File: config.mk
export PLATFORM = sky130hd
export DESIGN_NAME = cle_lite_encoder
export DESIGN_NICKNAME = d
export VERILOG_FILES = /design/src/cle_pkg.sv /design/src/cle_lite_check.sv /design/src/cle_lite_encoder.sv
export SDC_FILE = /design/constraint.sdc
export NUM_CORES = 1
export LEC_CHECK = 0
export BUFFER_PORTS_ARGS = -buffer_cell sky130_fd_sc_hd__buf_2
export CAP_MARGIN = 40
export CORE_MARGIN = 2
export CORE_UTILIZATION = 49
export DETAILED_ROUTE_END_ITERATION = 10
export PLACE_DENSITY_LB_ADDON = 0.08
export SKIP_LAST_GASP = 1
export SLEW_MARGIN = 20
export SYNTH_ARGS = -nofsm -noshare
export SYNTH_HDL_FRONTEND = slang
export SYNTH_SLANG_ARGS = --single-unit
export TNS_END_PERCENT = 100
File: constraint.sdc
create_clock -name ref_clk -period 3.05 [get_ports ref_clk]
set_input_delay 0.305 -clock ref_clk [delete_from_list [all_inputs] [get_ports ref_clk]]
set_output_delay 0.305 -clock ref_clk [all_outputs]
set_load 0.01 [all_outputs]
File: src/cle_pkg.sv
// Package: encodings and carriers for the coherent-lite request encoder
package cle_pkg;

	// ------------------------------------------------------------
	// Field widths
	// ------------------------------------------------------------
	localparam int ADDR_W = 32;
	localparam int ID_W = 4;
	localparam int LEN_W = 8;
	localparam int OP_W = 3;
	localparam int SNOOP_W = 4;
	localparam int DOM_W = 2;
	localparam int NUM_CH = 2;
	localparam int CH_RD = 0;
	localparam int CH_WR = 1;

	// ------------------------------------------------------------
	// Domain codes
	// ------------------------------------------------------------
	localparam logic [1:0] DOM_NONSH = 2'h0;
	localparam logic [1:0] DOM_INNER = 2'h1;
	localparam logic [1:0] DOM_OUTER = 2'h2;
	localparam logic [1:0] DOM_SYSTEM = 2'h3;

	// ------------------------------------------------------------
	// Snoop codes
	// ------------------------------------------------------------
	localparam logic [3:0] SNP_ZERO = 4'h0;
	localparam logic [3:0] SNP_CLEAN_SHARED = 4'h8;
	localparam logic [3:0] SNP_CLEAN_INVALID = 4'h9;
	localparam logic [3:0] SNP_MAKE_INVALID = 4'hD;
	localparam logic [3:0] SNP_LINE_UNIQUE = 4'h1;
	localparam logic BAR_OFF = 1'h0;
	localparam logic BAR_ON = 1'h1;

	// ------------------------------------------------------------
	// Request kinds
	// ------------------------------------------------------------
	typedef enum logic [2:0] {
		RD_NOSNOOP = 3'h0,
		RD_ONCE = 3'h1,
		RD_CLEAN_SHARED = 3'h2,
		RD_CLEAN_INVALID = 3'h3,
		RD_MAKE_INVALID = 3'h4,
		RD_BARRIER = 3'h5
	} cle_rd_op_type;

	typedef enum logic [2:0] {
		WR_NOSNOOP = 3'h0,
		WR_UNIQUE = 3'h1,
		WR_LINE_UNIQUE = 3'h2,
		WR_BARRIER = 3'h5
	} cle_wr_op_type;

	// ------------------------------------------------------------
	// Carriers
	// ------------------------------------------------------------
	typedef struct packed {
		logic [ADDR_W-1:0] addr;
		logic [ID_W-1:0] id;
		logic [LEN_W-1:0] len;
		logic [OP_W-1:0] op;
		logic [DOM_W-1:0] domain;
	} cle_req_type;

	// Write channel uses snoop[2:0]; snoop[3] is always zero there
	typedef struct packed {
		logic [ADDR_W-1:0] addr;
		logic [ID_W-1:0] id;
		logic [LEN_W-1:0] len;
		logic [SNOOP_W-1:0] snoop;
		logic bar;
		logic [DOM_W-1:0] domain;
	} cle_ax_type;

endpackage : cle_pkg

File: src/cle_lite_check.sv
// Module: maps a request kind and domain to snoop and barrier, with legality
`timescale 1ns/1ps

module cle_lite_check #(
	parameter bit IS_WRITE = 1'b0
) (
	input wire logic [cle_pkg::OP_W-1:0] op,
	input wire logic [cle_pkg::DOM_W-1:0] domain,
	output logic [cle_pkg::SNOOP_W-1:0] snoop,
	output logic bar,
	output logic legal
);
	import cle_pkg::*;

	logic nonsh;
	logic shar;

	assign nonsh = (domain == DOM_NONSH) || (domain == DOM_SYSTEM);
	assign shar = (domain == DOM_INNER) || (domain == DOM_OUTER);

	always_comb begin
		snoop = SNP_ZERO;
		bar = BAR_OFF;
		legal = 1'b0;
		if (!IS_WRITE) begin
			unique case (op)
				RD_NOSNOOP: legal = nonsh;
				RD_ONCE: legal = shar;
				RD_CLEAN_SHARED: begin
					snoop = SNP_CLEAN_SHARED;
					legal = domain != DOM_SYSTEM;
				end
				RD_CLEAN_INVALID: begin
					snoop = SNP_CLEAN_INVALID;
					legal = domain != DOM_SYSTEM;
				end
				RD_MAKE_INVALID: begin
					snoop = SNP_MAKE_INVALID;
					legal = domain != DOM_SYSTEM;
				end
				RD_BARRIER: begin
					bar = BAR_ON;
					legal = 1'b1;
				end
				default: legal = 1'b0;
			endcase
		end else begin
			unique case (op)
				WR_NOSNOOP: legal = nonsh;
				WR_UNIQUE: legal = shar;
				WR_LINE_UNIQUE: begin
					snoop = SNP_LINE_UNIQUE;
					legal = shar;
				end
				WR_BARRIER: begin
					bar = BAR_ON;
					legal = 1'b1;
				end
				default: legal = 1'b0;
			endcase
		end
	end

endmodule : cle_lite_check

File: src/cle_lite_encoder.sv
// Module: coherent-lite master request encoder for the AR and AW channels
`timescale 1ns/1ps

// Summary of operation
// All non-shareable; only listed shareable encodings
// Read no-snoop and read-once encodings
// Read cache maintenance snoop codes, domain
// Write no-snoop, unique, line-unique encodings
// Barrier: bar high, snoop zero, any domain
// Plain AXI4 plus address-channel coherency fields
// No snoop channels, acknowledges, extra response
// Illegal triples flagged and never issued
module cle_lite_encoder (
	input wire logic ref_clk,
	input wire logic reset_n,
	input wire logic rd_req_valid,
	input wire cle_pkg::cle_req_type rd_req,
	output logic rd_req_ready,
	output logic rd_req_err,
	input wire logic wr_req_valid,
	input wire cle_pkg::cle_req_type wr_req,
	output logic wr_req_ready,
	output logic wr_req_err,
	output logic ar_valid,
	output cle_pkg::cle_ax_type ar,
	input wire logic ar_ready,
	output logic aw_valid,
	output cle_pkg::cle_ax_type aw,
	input wire logic aw_ready
);
	import cle_pkg::*;

	// ------------------------------------------------------------
	// Per-channel views
	// ------------------------------------------------------------
	logic req_valid [NUM_CH];
	cle_req_type req [NUM_CH];
	logic ax_ready [NUM_CH];
	logic [SNOOP_W-1:0] chk_snoop [NUM_CH];
	logic chk_bar [NUM_CH];
	logic chk_legal [NUM_CH];
	logic take [NUM_CH];
	logic valid_r [NUM_CH];
	logic valid_nxt [NUM_CH];
	logic ready_r [NUM_CH];
	logic err_r [NUM_CH];
	cle_ax_type ax_r [NUM_CH];
	logic [OP_W-1:0] op_r [NUM_CH];

	assign req_valid[CH_RD] = rd_req_valid;
	assign req_valid[CH_WR] = wr_req_valid;
	assign req[CH_RD] = rd_req;
	assign req[CH_WR] = wr_req;
	assign ax_ready[CH_RD] = ar_ready;
	assign ax_ready[CH_WR] = aw_ready;

	// ------------------------------------------------------------
	// Channel slots
	// ------------------------------------------------------------
	genvar gi;
	generate
		for (gi = 0; gi < NUM_CH; gi++) begin : g_ch
			cle_lite_check #(
				.IS_WRITE(gi == CH_WR)
			) u_check (
				.op(req[gi].op),
				.domain(req[gi].domain),
				.snoop(chk_snoop[gi]),
				.bar(chk_bar[gi]),
				.legal(chk_legal[gi])
			);

			// Slot takes a request only while empty
			assign take[gi] = req_valid[gi] && ready_r[gi];

			always_comb begin
				valid_nxt[gi] = valid_r[gi];
				if (take[gi] && chk_legal[gi]) begin
					valid_nxt[gi] = 1'b1;
				end else if (valid_r[gi] && ax_ready[gi]) begin
					valid_nxt[gi] = 1'b0;
				end
			end

			always_ff @(posedge ref_clk or negedge reset_n) begin
				if (!reset_n) begin
					valid_r[gi] <= 1'b0;
					ready_r[gi] <= 1'b0;
				end else begin
					valid_r[gi] <= valid_nxt[gi];
					ready_r[gi] <= !valid_nxt[gi];
				end
			end

			// Illegal request is consumed, dropped and flagged
			always_ff @(posedge ref_clk or negedge reset_n) begin
				if (!reset_n) begin
					err_r[gi] <= 1'b0;
				end else begin
					err_r[gi] <= take[gi] && !chk_legal[gi];
				end
			end

			// Address payload, held until the handshake
			always_ff @(posedge ref_clk or negedge reset_n) begin
				if (!reset_n) begin
					ax_r[gi] <= '0;
					op_r[gi] <= '0;
				end else if (take[gi] && chk_legal[gi]) begin
					ax_r[gi].addr <= req[gi].addr;
					ax_r[gi].id <= req[gi].id;
					ax_r[gi].len <= req[gi].len;
					ax_r[gi].snoop <= chk_snoop[gi];
					ax_r[gi].bar <= chk_bar[gi];
					ax_r[gi].domain <= req[gi].domain;
					op_r[gi] <= req[gi].op;
				end
			end
		end
	endgenerate

	// ------------------------------------------------------------
	// Outputs
	// ------------------------------------------------------------
	// Only AR and AW are driven; no snoop or acknowledge path exists
	assign ar_valid = valid_r[CH_RD];
	assign ar = ax_r[CH_RD];
	assign aw_valid = valid_r[CH_WR];
	assign aw = ax_r[CH_WR];
	assign rd_req_ready = ready_r[CH_RD];
	assign wr_req_ready = ready_r[CH_WR];
	assign rd_req_err = err_r[CH_RD];
	assign wr_req_err = err_r[CH_WR];

	function automatic logic rd_ok(cle_ax_type a);
		if (a.bar) begin
			return a.snoop == SNP_ZERO;
		end
		unique case (a.snoop)
			SNP_ZERO: return 1'b1;
			SNP_CLEAN_SHARED,
			SNP_CLEAN_INVALID,
			SNP_MAKE_INVALID: return a.domain != DOM_SYSTEM;
			default: return 1'b0;
		endcase
	endfunction : rd_ok

	function automatic logic wr_ok(cle_ax_type a);
		logic sh;
		sh = (a.domain == DOM_INNER) || (a.domain == DOM_OUTER);
		if (a.bar) begin
			return a.snoop == SNP_ZERO;
		end
		unique case (a.snoop)
			SNP_ZERO: return 1'b1;
			SNP_LINE_UNIQUE: return sh;
			default: return 1'b0;
		endcase
	endfunction : wr_ok
endmodule : cle_lite_encoder

==> flow_metrics.env <==
export IMPL_setup_violations_final=0
export IMPL_rows=34
export IMPL_worst_ep_arrival_time_ns=2.19
export IMPL_finalWirelength_um=8920
export IMPL_cts_resized=0
export IMPL_diodes=0
export IMPL_final_util_pct=65.0
export IMPL_syn_area_per_cell_sq_um=16.3
export IMPL_grt_pass1_wl_um=14600
export IMPL_wl_met1_um=3750
export IMPL_crit_type="input port to register"
export IMPL_area_growth_pct=30.0
export IMPL_slew_headroom_pct=57.5
export IMPL_cts_tree="built"
export IMPL_via_count=2853
export IMPL_slowest_stage="and4b_4"
export IMPL_hold_end="aw[48]"
export IMPL_core_area_sq_mm=0.00859
export IMPL_drc_errors=0
export IMPL_track_usage_pct=19.2
export IMPL_finalMaxSlewViolations=0
export IMPL_finalHoldViolCount=0
export IMPL_drive_gt1_share_pct=66.5
export IMPL_min_path_cells=2
export IMPL_cp_cell_sequence="buf_2 -> ha_1 -> xnor2_1 -> or3_1 -> and4b_4 -> buf_12 -> mux2_2"
export IMPL_end_kind="register"
export IMPL_grt_pass1_vias=2961
export IMPL_r2r_setup_slack_ns=1.17
export IMPL_fillCellCount=692
export IMPL_path_clk_slew_ns=0.11
export IMPL_globalplace_congestion=0.825
export IMPL_reg2reg_to="ar[7]"
export IMPL_dp_slack_ns=0.696
export IMPL_min_path_type="input port to register"
export IMPL_drv_cap=0
export IMPL_die_area_sq_mm=0.00953
export IMPL_crit_path_max_incr_delay_ns=0.56
export IMPL_ant_nets=0
export IMPL_fin_skew_ns=0.0159
export IMPL_synth_largest_area_cell="dfrtp_1"
export IMPL_p_leak_nw=2.85
export IMPL_worstSkewPairLatency_ns=0.36
export IMPL_antenna_found_initial=0
export IMPL_worstMarginPinSlew_ns=0.637
export IMPL_cts_buffer_depth=2
export IMPL_pin_count=212
export IMPL_crit_buf_inv=2
export IMPL_syn_inst=263
export IMPL_synth_area_leaders="dfrtp_1 (61%), mux2_4 (16%), mux2_2 (12%)"
export IMPL_synth_ff_type="dfrtp_1"
export IMPL_synth_seq_cells=104
export IMPL_dr_first_iter_drc_count=102
export IMPL_final_nets=578
export IMPL_cts_buffers=9
export IMPL_dp_hpwl_um=6680
export IMPL_dr_pass1_iters=4
export IMPL_wl_met3_um=640
export IMPL_reg2reg_depth=4
export IMPL_peakVddDrop_v=0.000362
export IMPL_grt_setup_unrepaired="no"
export IMPL_max_freq_ghz=0.512
export IMPL_syn_area_sq_mm=0.00429
export IMPL_cts_htree_levels=3
export IMPL_yosysWarnings=0
export IMPL_die_h_um=97.6
export IMPL_synth_seq_area_share_pct=60.6
export IMPL_cts_sinks=104
export IMPL_port_buffers=207
export IMPL_wl_met2_um=4320
export IMPL_initial_core_util_pct=50.0
export IMPL_grt_overflow=0
export IMPL_die_w_um=97.6
export IMPL_cp_start_kind="input port"
export IMPL_placed_area_sq_mm=0.00539
export IMPL_fin_crit_ns=1.95
export IMPL_synth_edff_count=0
export IMPL_finalSetupTns_ns=0
export IMPL_crit_family="simple AND/OR/NAND/NOR gates"
export IMPL_cts_root_buf="clkbuf_8"
export IMPL_design_area_sq_mm=0.00558
export IMPL_post_synth_num_cell_types=30
export IMPL_grt_max_degree=56
export IMPL_synth_top_cell_area_share_pct=60.6
export IMPL_reg2reg_from="rd_req_ready"
export IMPL_min_delay_start="wr_req[46]"
export IMPL_ys_async_sr_fraction_pct=100
export IMPL_post_drt_via_cell_ratio=4.87
export IMPL_powerDensity_mw_per_mm2=750
export IMPL_fin_crit_sh_pct=64.0
export IMPL_post_drt_wl_per_cell_um=15.2
export IMPL_status="complete, no violations"
export IMPL_critPathMaxFanout=30
export IMPL_topRoutingLayerUsed="met4"
export IMPL_required_ns=3.29
export IMPL_worst_slack_ns=1.10
-- synthesized netlist by cell type (all sizes together) (2+ instances only) --
cell / number
nor2b: 2
nor3b: 2
or3: 2
xor2: 2
a21oi: 5
dfrtp: 104
nand2: 6
a31oi: 2
nor3: 2
nor2: 6
a21o: 3
o21ai: 2
xnor2: 2
inv: 5
buf: 15
mux2i: 2
mux2: 94
-- cells by family after synthesis --
family / Yosys count / share of synthesized area [%]
compound gates: 14 / 1.95
xor+xnor: 4 / 0.816
fa+ha+maj: 1 / 0.291
buf+inv: 20 / 4.37
flops: 104 / 60.6
mux: 96 / 29.1
other cells: 1 / 0.0873
simple gates: 23 / 2.74
-- worst max-delay path by stage --
stage	start	end	slack, ns	cells past startpoint
2_1_floorplan	rd_req[0]	ar[10]	1.14	7
3_3_place_gp	rd_req[0]	ar[8]	0.73	7
3_5_place_dp	rd_req[0]	ar[7]	0.70	7
4_1_cts	rd_req[0]	ar[7]	1.08	7
5_1_grt	rd_req[0]	ar[8]	0.97	7
6_report	rd_req[0]	ar[7]	1.10	7
-- metal layers --
metal / vias to the layer above / global-route usage [%]
met2: 126 / 30.4
met1: 1385 / 25.6
met3: 16 / 4.39
met5: - / 0
li1: 1326 / -
met4: 0 / 8.01
-- where the power goes --
group	leakage, nW	total (mW)	switching, mW	internal [mW]
clock network	0.0912	0.808	0.479	0.330
registers	1.23	2.00	0.206	1.79
logic	1.52	1.38	0.611	0.772
total	2.85	4.19	1.30	2.89
-- through the flow --
stage          instances  total power, mW  hold slack [ns]
6_report             586             4.19            0.151
5_1_grt              586             4.43            0.138
4_1_cts              586             4.25            0.136
3_5_place_dp         569             3.43            0.368
3_3_place_gp         569             3.39            0.367
2_1_floorplan        266             2.82          0.00941
-- final cells by class --
class | count | area [sq um] | area share, %
Clock buffer | 10 | 138 | 2.47
Inverter | 5 | 18.8 | 0.336
Tap cell | 108 | 135 | 2.42
Clock inverter | 6 | 48.8 | 0.874
Multi-Input combinational cell | 142 | 1530 | 27.4
Timing Repair Buffer | 211 | 1110 | 19.9
Sequential cell | 104 | 2600 | 46.6
-- worst register-to-register path, cell delays in order (launching register included) --
cell	delay, ns
dfrtp_1	0.36
nand2_1	0.07
and4b_4	0.65
buf_12	0.31
mux2_2	0.38
-- placed cells by master, fill, tap and decap left out, types with 3 or more instances in the layout --
cell type	n
a21o_1	3
clkbuf_8	10
mux2_2	44
buf_12	3
nand2_1	6
inv_1	5
mux2_1	4
nor2_1	6
buf_2	206
a21oi_1	4
dfrtp_1	104
mux2_4	46
conb_1	4
-- sequential cells by signal, indices dropped and copies added, names as in the netlist --
| signal | flops |
|---|---|
| aw_valid | 1 |
| rd_req_err | 1 |
| ar_valid | 1 |
| rd_req_ready | 1 |
| wr_req_ready | 1 |
| ar | 50 |
| wr_req_err | 1 |
| aw | 48 |
-- repair_timing --
action | 4_1_cts | 5_1_grt
setup buffers | 0 | 0
setup endpoints to repair | 0 | 0
hold buffers | 1 | 0
hold endpoints to repair | 49 | 0
Power figures use the tool's default switching activity.
